## src/shared/tap_params.svh

```systemverilog
// Constants for the memory boundary scan test port.
//
// Contract
// - Inputs taken on test clock rise, outputs fall.
// - Mode select steers controller on rising edges.
// - Serial input feeds selected register's top bit.
// - Serial output: selected LSB, enabled only shifting.
// - Instruction picks exactly one register in path.
// - Five high mode-select rises reach reset state.
// - Port reset never disturbs memory operation.
// - Power-up reset, serial output high impedance.
// - Instruction register three bits, serially loaded.
// - Reset state loads identification instruction.
// - Capture-IR loads low bits with binary 01.
// - Bypass is one bit, cleared under bypass.
// - Scan register has one cell per ball.
// - Capture-DR snapshots ring; Shift-DR shifts it.
// - Three sampling instructions select scan register.
// - Identification instruction captures fixed 32-bit code.
// - All-zero instruction samples, memory outputs floated.
// - Sample-Z selects scan register, floats outputs.
// - Update-DR under sample changes nothing at all.
`ifndef TAP_PARAMS_SVH
`define TAP_PARAMS_SVH

`define IR_W          3
`define IR_CAPTURE    3'h1
`define INSN_EXTEST   3'h0
`define INSN_IDCODE   3'h1
`define INSN_SAMPLE_Z 3'h2
`define INSN_SAMPLE   3'h4
`define INSN_BYPASS   3'h7
`define ID_W          32
`define RESET_RISES   3'h5

`endif

```

## src/shared/tap_pkg.sv

```systemverilog
// Types shared by the memory boundary scan test port.
package tap_pkg;

  // The sixteen controller states.
  typedef enum logic [3:0] {
    ST_RESET, ST_IDLE,
    ST_SEL_DR, ST_CAP_DR, ST_SHF_DR, ST_EX1_DR, ST_PAU_DR, ST_EX2_DR,
    ST_UPD_DR,
    ST_SEL_IR, ST_CAP_IR, ST_SHF_IR, ST_EX1_IR, ST_PAU_IR, ST_EX2_IR,
    ST_UPD_IR
  } tap_state_type;

endpackage : tap_pkg

```

## src/hdl/sram_boundary_scan_tap.sv

```systemverilog
// Boundary scan test access port for a pipelined memory.
`timescale 1ns/1ps
`include "tap_params.svh"

module sram_boundary_scan_tap #(
  parameter int          RING_W  = 16,           // Input and two-way balls.
  parameter logic [31:0] ID_CODE = 32'h0a5a_5001 // Arbitrary value.
) (
  input  wire logic              sys_clk,     // 250 MHz system clock.
  input  wire logic              rstn,        // Power-up reset, active low.
  input  wire logic              tck,         // Test clock pin.
  input  wire logic              tms,         // Mode select, pulled up.
  input  wire logic              tdi,         // Serial data in, pulled up.
  input  wire logic [RING_W-1:0] ring_in,     // Live levels of the balls.
  output      logic              tdo,         // Serial data out.
  output      logic              tdo_oe,      // High while tdo is driven.
  output      logic              mem_out_hiz  // Forces memory outputs off.
);
  import tap_pkg::*;

  ////////////////////////////////////////////////////////////////////////////
  // Checks on the parameters.

  // The shift path slices off the bottom cell, so two cells are the least
  // that the boundary scan register can serve.
  if (RING_W < 2) begin : g_bad_width
    $error("RING_W must be at least two");
  end

  ////////////////////////////////////////////////////////////////////////////
  // State.

  // Everything the port remembers, registered together.
  typedef struct packed {
    logic              tck_m;  // First synchroniser stage, clock pin.
    logic              tck_s;  // Second stage.
    logic              tck_p;  // Delayed copy for edge finding.
    logic              tms_m;  // First stage, mode select.
    logic              tms_s;  // Second stage.
    logic              tdi_m;  // First stage, serial input.
    logic              tdi_s;  // Second stage.
    logic [RING_W-1:0] ring_m; // First stage, ball levels.
    logic [RING_W-1:0] ring_s; // Second stage.
    tap_state_type     st;     // Controller state.
    logic [2:0]        ir;     // Current instruction.
    logic [2:0]        ir_sh;  // Instruction shift stage.
    logic              byp;    // Bypass cell.
    logic [31:0]       idr;    // Identification register.
    logic [RING_W-1:0] bsr;    // Boundary scan register.
    logic              tdo;    // Serial output flop.
    logic              oe;     // Serial output enable flop.
    logic              hiz;    // Memory output float flop.
    logic [2:0]        ones;   // Rises seen with mode select high.
  } tap_q_type;

  tap_q_type q;    // Registered state.
  tap_q_type d;    // Next state.
  logic      rise; // One-cycle pulse on a test clock rising edge.
  logic      fall; // One-cycle pulse on a test clock falling edge.

  ////////////////////////////////////////////////////////////////////////////
  // Helpers.

  // Controller transition for one rising edge.
  function automatic tap_state_type next_st(input tap_state_type s,
                                            input logic m);
    tap_state_type n;
    n = ST_RESET;
    unique case (s)
      ST_RESET:  n = m ? ST_RESET  : ST_IDLE;
      ST_IDLE:   n = m ? ST_SEL_DR : ST_IDLE;
      ST_SEL_DR: n = m ? ST_SEL_IR : ST_CAP_DR;
      ST_CAP_DR: n = m ? ST_EX1_DR : ST_SHF_DR;
      ST_SHF_DR: n = m ? ST_EX1_DR : ST_SHF_DR;
      ST_EX1_DR: n = m ? ST_UPD_DR : ST_PAU_DR;
      ST_PAU_DR: n = m ? ST_EX2_DR : ST_PAU_DR;
      ST_EX2_DR: n = m ? ST_UPD_DR : ST_SHF_DR;
      ST_UPD_DR: n = m ? ST_SEL_DR : ST_IDLE;
      ST_SEL_IR: n = m ? ST_RESET  : ST_CAP_IR;
      ST_CAP_IR: n = m ? ST_EX1_IR : ST_SHF_IR;
      ST_SHF_IR: n = m ? ST_EX1_IR : ST_SHF_IR;
      ST_EX1_IR: n = m ? ST_UPD_IR : ST_PAU_IR;
      ST_PAU_IR: n = m ? ST_EX2_IR : ST_PAU_IR;
      ST_EX2_IR: n = m ? ST_UPD_IR : ST_SHF_IR;
      ST_UPD_IR: n = m ? ST_SEL_DR : ST_IDLE;
    endcase
    return n;
  endfunction : next_st

  // True when the instruction routes through the boundary scan register.
  function automatic logic sel_bsr(input logic [2:0] i);
    return (i == `INSN_EXTEST) || (i == `INSN_SAMPLE) ||
           (i == `INSN_SAMPLE_Z);
  endfunction : sel_bsr

  // True when the instruction floats the memory outputs.
  function automatic logic float_out(input logic [2:0] i);
    return (i == `INSN_EXTEST) || (i == `INSN_SAMPLE_Z);
  endfunction : float_out

  ////////////////////////////////////////////////////////////////////////////
  // Edge finding on the synchronised test clock.

  // Only second-stage and later copies are compared. A test clock held low
  // gives no edges, so an unused port never moves.
  assign rise = q.tck_s & ~q.tck_p;
  assign fall = ~q.tck_s & q.tck_p;

  ////////////////////////////////////////////////////////////////////////////
  // Next-state logic.

  // Every pin passes two flops; all action but the float flop waits for an edge pulse.
  always_comb begin
    d        = q;
    d.tck_m  = tck;
    d.tck_s  = q.tck_m;
    d.tck_p  = q.tck_s;
    d.tms_m  = tms;
    d.tms_s  = q.tms_m;
    d.tdi_m  = tdi;
    d.tdi_s  = q.tdi_m;
    d.ring_m = ring_in;
    d.ring_s = q.ring_m;
    // The float request follows the held instruction only.
    d.hiz    = float_out(q.ir);
    if (rise) begin
      // Mode select is taken only at rising edges.
      d.st = next_st(q.st, q.tms_s);
      // Count consecutive high mode-select rises, saturating at five.
      if (!q.tms_s) begin
        d.ones = 3'h0;
      end else if (q.ones != `RESET_RISES) begin
        d.ones = q.ones + 3'h1;
      end
      unique case (q.st)
        ST_CAP_IR: begin
          // Fixed pattern lets a tester find a broken chain.
          d.ir_sh = `IR_CAPTURE;
        end
        ST_SHF_IR: begin
          // Serial input enters at the top, three bits long.
          d.ir_sh = {q.tdi_s, q.ir_sh[2:1]};
        end
        ST_UPD_IR: begin
          d.ir = q.ir_sh;
        end
        ST_CAP_DR: begin
          // Only the register the instruction picks is loaded.
          if (sel_bsr(q.ir)) begin
            d.bsr = q.ring_s;
          end else if (q.ir == `INSN_IDCODE) begin
            d.idr = ID_CODE;
          end else begin
            d.byp = 1'b0;
          end
        end
        ST_SHF_DR: begin
          // Exactly one register moves; the others hold.
          if (sel_bsr(q.ir)) begin
            d.bsr = {q.tdi_s, q.bsr[RING_W-1:1]};
          end else if (q.ir == `INSN_IDCODE) begin
            d.idr = {q.tdi_s, q.idr[31:1]};
          end else begin
            d.byp = q.tdi_s;
          end
        end
        default: begin
          // Update-DR has no preload to apply, so it holds.
        end
      endcase
      // Entering or staying in reset restores the identify instruction.
      if (d.st == ST_RESET) begin
        d.ir = `INSN_IDCODE;
      end
    end
    if (fall) begin
      // Output moves only on falling edges, from the register's low end.
      d.oe = (q.st == ST_SHF_DR) || (q.st == ST_SHF_IR);
      if (q.st == ST_SHF_IR) begin
        d.tdo = q.ir_sh[0];
      end else if (sel_bsr(q.ir)) begin
        d.tdo = q.bsr[0];
      end else if (q.ir == `INSN_IDCODE) begin
        d.tdo = q.idr[0];
      end else begin
        d.tdo = q.byp;
      end
    end
  end

  ////////////////////////////////////////////////////////////////////////////
  // State register.

  // Power-up reset leaves the output floated and the memory untouched;
  // nothing here reaches the memory's own datapath.
  always_ff @(posedge sys_clk or negedge rstn) begin
    if (!rstn) begin
      q       <= '0;
      q.st    <= ST_RESET;
      q.ir    <= `INSN_IDCODE;
    end else begin
      q <= d;
    end
  end

  assign tdo         = q.tdo;
  assign tdo_oe      = q.oe;
  assign mem_out_hiz = q.hiz;
endmodule : sram_boundary_scan_tap

```

## config.mk

```make
export PLATFORM = sky130hd
export DESIGN_NAME = sram_boundary_scan_tap
export DESIGN_NICKNAME = d
export VERILOG_FILES = /design/src/shared/tap_pkg.sv /design/src/hdl/sram_boundary_scan_tap.sv
export VERILOG_INCLUDE_DIRS = /design/src /design/src/shared
export SDC_FILE = /design/constraint.sdc
export NUM_CORES = 1
export LEC_CHECK = 0
export CORE_ASPECT_RATIO = 1.25
export CORE_MARGIN = 5
export CORE_UTILIZATION = 62
export CTS_CLUSTER_SIZE = 8
export DETAILED_ROUTE_END_ITERATION = 10
export DONT_BUFFER_PORTS = 1
export GPL_TIMING_DRIVEN = 0
export PLACE_DENSITY = 0.81
export SYNTH_ARGS = -nofsm -noshare
export SYNTH_HDL_FRONTEND = slang
export SYNTH_SLANG_ARGS = --single-unit
```

## constraint.sdc

```tcl
create_clock -name sys_clk -period 2 [get_ports sys_clk]
set_input_delay 0.4 -clock sys_clk [delete_from_list [all_inputs] [get_ports sys_clk]]
set_output_delay 0.4 -clock sys_clk [all_outputs]
set_load 0.02 [all_outputs]
```

==> results.py, run 1 <==
metrics = {
    "power_and_ir_drop": {
        "power.leakage_uw": 0.00194,
        "powerDensity_nw_per_um2": 1200,
        "p_total_uw": 5030,
        "peakVddDrop_mv": 0.865,
    },
    "drt": {
        "ant_nets": 0,
        "drc": 0,
        "routed_via_density": 5.53,
        "vias": 2501,
        "wl_met1_mm": 2.83,
        "dr_wl_met3_um": 306,
        "wl_per_cell_um": 14.6,
        "drtIter0Drc": 177,
        "wirelength_mm": 6.62,
        "wl_met2_mm": 3.42,
        "drtPass1Iterations": 4,
        "highest_layer": "met4",
    },
    "min_path": {
        "hold_class": "input pin to async pin",
    },
    "place": {
        "post_dp_cell_area_um2": 4000,
        "port_buffers": 0,
        "dp.cells": 436,
        "dp_hpwl_mm": 4.18,
        "place_congestion": 0.778,
    },
    "synthesis": {
        "syn_inst": 351,
        "yosysTopAreaCell": "dfrtp_1",
        "async_reset_ff_share_pct": 100,
        "ys_warn_count": 0,
        "ys.flop_type": "dfrtp_1",
        "synth.most_common_cell": "dfrtp_1",
        "syn_area_um2": 3890,
        "synth_fp_nets": 372,
        "synth.area.top_cells": "dfrtp_1 64%, nand2_1 6.7%, mux2i_1 4.1%",
        "yosysSeqAreaShare_pct": 65.0,
        "synth_area_per_cell_um2": 11.1,
        "ys_ff_latch": 101,
        "ys_types": 39,
        "synth_common_cells": "100 x dfrtp_1, 69 x nand2_1, 26 x nand3_1, 26 x nor2_1, 18 x o21ai_1",
        "synth_edf_count": 0,
        "synth_top_area_share_pct": 64.3,
    },
    "setup_path": {
        "ff2ff_setup_slack_ps": 270,
        "critPathLaunch": "q[64]",
        "crit_path_end": "q[39]",
        "worstSetupPathType": "flop to flop",
        "r2r_end": "q[39]",
        "start_kind": "flop",
        "cp.depth": 5,
        "critPathBufInv": 1,
        "slowest_stage": "dfrtp_1",
        "crit_chain": "buf_4 -> nor2_1 -> nand3b_1 -> nor3_1 -> nor2_1",
        "arrival_ps": 1980,
        "r2r_start": "q[64]",
        "crit_path_end_kind": "flop",
        "crit_required_ps": 2250,
        "slowest_delay_ps": 470,
        "crit_family": "simple AND/OR/NAND/NOR gates",
        "cpMostUsedCell": "nor2_1",
        "critPathMaxFanout": 10,
        "worst-r2r-cell-count": 5,
    },
    "floorplan": {
        "core_um2": 6130,
        "start_util_pct": 63.5,
        "die_w_um": 80.9,
        "fp-row-count": 32,
        "die_y_um": 98.6,
        "dieArea_um2": 7970,
        "ios": 24,
    },
    "sta": {
        "rsz0062_at_grt": "no",
        "period_needed_ps": 1730,
        "relSlewSlack_pct": 67.0,
        "fmax_mhz": 578,
        "min_period_over_period_pct": 86.6,
        "hold_ws_ps": -272,
        "finClkSkew_ps": 7.21,
        "worst_pin_slew_ps": 493,
        "hold_violations": 101,
        "finalSetupViolations": 0,
        "maxSlewViolCount": 0,
        "finalSetupTns_ps": 0,
    },
    "grt": {
        "grt_antenna_before_repair": 0,
        "grt_pass1_wl_mm": 11.3,
        "grt_pass1_vias": 2430,
        "overflow": 0,
        "grt_max_degree": 102,
        "track_usage_pct": 18.4,
    },
    "status": {
        "failed_checks": "hold timing",
        "status": "finished with violations",
    },
    "clocking": {
        "clock_sinks": 101,
        "post_cts_buffers": 0,
        "clockBufferDepth": 2,
        "cts-root-buf": "clkbuf_8",
        "clk_latency_ps": 360,
        "post_cts_resized": 0,
        "clk_pin_slew_worst_paths_ps": 100,
        "cts_tree": "built",
        "htreeDepth": 3,
        "numCtsBuffers": 9,
    },
    "cells_and_area": {
        "design_area_um2": 4190,
        "diodes": 0,
        "drive_gt1_share_pct": 11.2,
        "finalNonFillerCells": 452,
        "area_growth_pct": 7.68,
        "nFillCells": 441,
        "final_nets": 383,
    },
    "flow_run": {
        "drv_cap": 0,
    },
}
[worst register-to-register path: cells and delay by family (launching register included)]
kind                   cells  cell delay [ps]
AND/OR/NAND/NOR            4              940
flip-flops                 1              470
buffers and inverters      1              210
[power breakdown]
group / internal, uW / total [uW] / leakage (uW) / switching [uW]
Sequential: 2450 / 2720 / 0.00127 / 268
Combinational: 453 / 1090 / 0.000576 / 633
Clock: 508 / 1230 / 0.0000925 / 720
Total: 3410 / 5030 / 0.00194 / 1620
[registers in the layout, summed over array words and instances, names as in the netlist]
| register | cells |
|---|---|
| q | 78 |
| d | 20 |
| tdo | 1 |
| mem_out_hiz | 1 |
| tdo_oe | 1 |
[layer usage]
metal | up-vias | global-route usage, %
met2 | 66 | 30.0
met4 | 0 | 5.46
li1 | 1204 | -
met1 | 1225 | 23.9
met3 | 6 | 5.39
met5 | - | 0
[worst min-delay path by stage]
stage               slack (ps)  cells after the start     end
global placement           110                      0   q[64]
CTS                       -290                      0   q[68]
global route              -310                      0   q[47]
finish                    -270                      0   q[63]
floorplan                  100                      0  d[101]
detailed placement         110                      0   q[63]
[per-stage QoR]
stage | utilization [%] | setup WS (ps)
2_1_floorplan | - | 555
3_3_place_gp | 65.3 | 327
3_5_place_dp | 65.3 | 291
4_1_cts | 68.4 | 279
5_1_grt | 68.4 | 101
6_report | 68.4 | 269
[final cells by class]
| type | instances | area, um^2 | area share (%) |
|---|---|---|---|
| clock buffer | 10 | 138 | 3.28 |
| buffer | 22 | 128 | 3.04 |
| tap | 85 | 106 | 2.54 |
| clock inverter | 6 | 55.1 | 1.31 |
| multi-input combinational | 223 | 1220 | 29.0 |
| sequential | 101 | 2530 | 60.3 |
| inverter | 5 | 18.8 | 0.448 |
[placed cells by master (no fill, tap or decap), types with 2 or more instances in the layout]
| master | n |
|---|---|
| buf_4 | 4 |
| nor2b_1 | 5 |
| nor3_1 | 9 |
| nand2_1 | 69 |
| and2_1 | 2 |
| and3_1 | 4 |
| clkinvlp_4 | 2 |
| o21ai_1 | 18 |
| clkbuf_8 | 10 |
| clkinv_4 | 2 |
| nand2b_1 | 2 |
| nor3b_2 | 2 |
| inv_1 | 5 |
| inv_8 | 2 |
| mux2i_1 | 16 |
| nand3_1 | 26 |
| buf_6 | 2 |
| buf_2 | 12 |
| nor2_1 | 26 |
| o21ai_0 | 9 |
| dfrtp_1 | 100 |
| o211ai_1 | 3 |
| a21oi_1 | 13 |
| clkbuf_1 | 4 |
| a32o_1 | 2 |
[logic make-up after synthesis]
| family | share of synthesized area, % |
|---|---|
| AOI/OAI and AO/OA | 8.78 |
| xor gates and xnor gates | 0.225 |
| buffers and inverters | 3.76 |
| DFF | 65.0 |
| muxes | 4.40 |
| and+or+nand+nor | 17.9 |
(Power assumes the default switching activity.)
==> inputs of run 2 (changes only) <==
- CAP_MARGIN: not set -> 20
- CORE_ASPECT_RATIO: 1.25 -> 0.6
- CORE_UTILIZATION: 62 -> 63
- PLACE_DENSITY: 0.81 -> 0.82
- clock period: 2 -> 2.2 ns (I/O delays scaled with it)
==> run 2 against run 1 <==
- the flow still finishes with violations (hold timing)
- setup slack improved by 190 ps
- via count rose by 0.92%
- worst hold slack improved by 37 ps
- flip-flop and latch count did not move
- global-route usage rose by 0.64 points
- sequential share of layout area rose by 0.31 points
- largest cell class unchanged
==> results.py, run 2 (synthesis results as in run 1) <==
metrics = {
    "status": {
        "status": "finished with violations",
        "failed_checks": "hold timing",
    },
    "grt": {
        "gr-max-usage-layer": "met2",
        "use_met2_pct": 28.6,
        "grt_antenna_before_repair": 0,
        "grt_pass1_wl_mm": 11.8,
        "overflow": 0,
        "met1_usage_pct": 26.8,
        "track_usage_pct": 19.0,
        "use_met3_pct": 6.24,
        "grt_pass1_vias": 2462,
        "grt_max_degree": 102,
    },
    "sta": {
        "hold_violations": 101,
        "period_needed_ps": 1740,
        "maxSlewViolCount": 0,
        "hold_ws_ps": -235,
        "finClkSkew_ps": 5.64,
        "relSlewSlack_pct": 66.2,
        "worst_pin_slew_ps": 506,
        "min_period_over_period_pct": 79.1,
        "finalSetupViolations": 0,
        "fmax_mhz": 574,
        "finalSetupTns_ps": 0,
        "rsz0062_at_grt": "no",
        "fin_ws_ps": 459,
    },
    "drt": {
        "vias": 2524,
        "wirelength_mm": 6.70,
        "drtPass1Iterations": 4,
        "drtIter0Drc": 212,
        "wl_per_cell_um": 14.9,
        "drc": 0,
        "routed_via_density": 5.60,
        "ant_nets": 0,
    },
    "setup_path": {
        "cp.depth": 5,
        "crit_required_ps": 2440,
        "arrival_ps": 1980,
        "crit_family": "simple AND/OR/NAND/NOR gates",
        "crit_path_end_kind": "flop",
        "crit_chain": "buf_4 -> nor2_1 -> nand3b_1 -> a21oi_1 -> o21ai_1",
        "slowest_stage": "dfrtp_1",
        "worstSetupPathType": "flop to flop",
        "critPathMaxFanout": 10,
        "worst-r2r-cell-count": 5,
        "start_kind": "flop",
        "critPathBufInv": 1,
        "slowest_delay_ps": 470,
    },
    "cells_and_area": {
        "largest_register_ff_count": 78,
        "final_util_pct": 68.9,
        "design_area_um2": 4170,
        "drive_gt1_share_pct": 10.9,
        "finalNonFillerCells": 451,
        "top_register": "q",
        "final_cell_mix": "100 x dfrtp_1, 69 x nand2_1, 26 x nor2_1, 26 x nand3_1, 18 x o21ai_1",
        "final_common_cell": "dfrtp_1",
        "final_nets": 383,
        "diodes": 0,
        "area_growth_pct": 7.14,
    },
    "clocking": {
        "clock_sinks": 101,
        "clk_latency_ps": 360,
        "cts_tree": "built",
        "clockBufferDepth": 2,
        "cts-root-buf": "clkbuf_8",
        "post_cts_resized": 0,
        "htreeDepth": 3,
        "numCtsBuffers": 9,
        "clk_pin_slew_worst_paths_ps": 90,
        "post_cts_buffers": 0,
    },
    "min_path": {
        "hold_class": "input pin to async pin",
    },
    "power_and_ir_drop": {
        "power_frac_seq_pct": 54.7,
        "comb_power_share_pct": 22.4,
        "clockPowerShare_pct": 22.9,
        "p_int_uw": 3060,
        "switchingPower_uw": 1460,
        "peakVddDrop_mv": 0.710,
        "powerDensity_nw_per_um2": 1080,
        "sw_frac_of_total_pct": 32.3,
        "power.leakage_uw": 0.00193,
    },
    "place": {
        "dp.cells": 435,
        "port_buffers": 0,
        "post_dp_cell_area_um2": 4000,
        "place_ws_ps": 499,
        "dp_hpwl_mm": 4.48,
        "place_congestion": 0.845,
    },
    "floorplan": {
        "core_um2": 6060,
        "fp-row-count": 22,
        "die_w_um": 111,
        "die_y_um": 70.9,
        "ios": 24,
        "dieArea_um2": 7900,
        "start_util_pct": 64.3,
    },
    "flow_run": {
        "drv_cap": 0,
    },
}
run 2: changes by cell type in the layout (fill, tap and decap cells not counted), sizes merged:
| cell | previous run | this run |
|---|---|---|
| clkinv | 2 | 3 |
| clkinvlp | 2 | 0 |
| inv | 7 | 8 |
run 2: power groups by stage:
| stage | sequential (uW) | clock (uW) | combinational [uW] |
|---|---|---|---|
| final | 2470 | 1040 | 1010 |
| after global routing | 2520 | 1160 | 1150 |
| after CTS | 2470 | 1070 | 1010 |
| after detailed placement | 2510 | 0 | 1010 |
| after global placement | 2490 | 0 | 953 |
| after floorplan | 2440 | 0 | 816 |
run 2: through the flow:
stage / power, uW / hold WS, ps
2_1_floorplan: 3250 / 144
5_1_grt: 4820 / -277
4_1_cts: 4550 / -261
3_3_place_gp: 3440 / 146
6_report: 4520 / -235
3_5_place_dp: 3510 / 146
run 2: worst register-to-register path, cell delays in order, from the launching register on:
cell and delay [ps]:
dfrtp_1 470, buf_4 220, nor2_1 170, nand3b_1 390
a21oi_1 290, o21ai_1 80
run 2: cell type report:
class	instances	area, um^2
multi-input combinational	223	1220
tap	84	105
buffer	22	128
sequential	101	2530
clock inverter	6	45.0
inverter	5	18.8
clock buffer	10	128
fill	422	1890
run 2: final timing paths:
path	startpoint	to	slack [ps]
min reg2reg	d[75]	q[75]	350
min in group sys_clk	ring_in[4]	d[69]	100
max	q[64]	q[21]	460
max in group asynchronous	rstn	q[58]	2230
max reg2reg	q[64]	q[21]	460
min	rstn	q[69]	-240
run 2: routing by layer:
layer	vias to the layer above	wire [um]
met3	6	397
met4	0	48
met1	1242	3200
met2	68	3060
met5	-	0
li1	1208	-
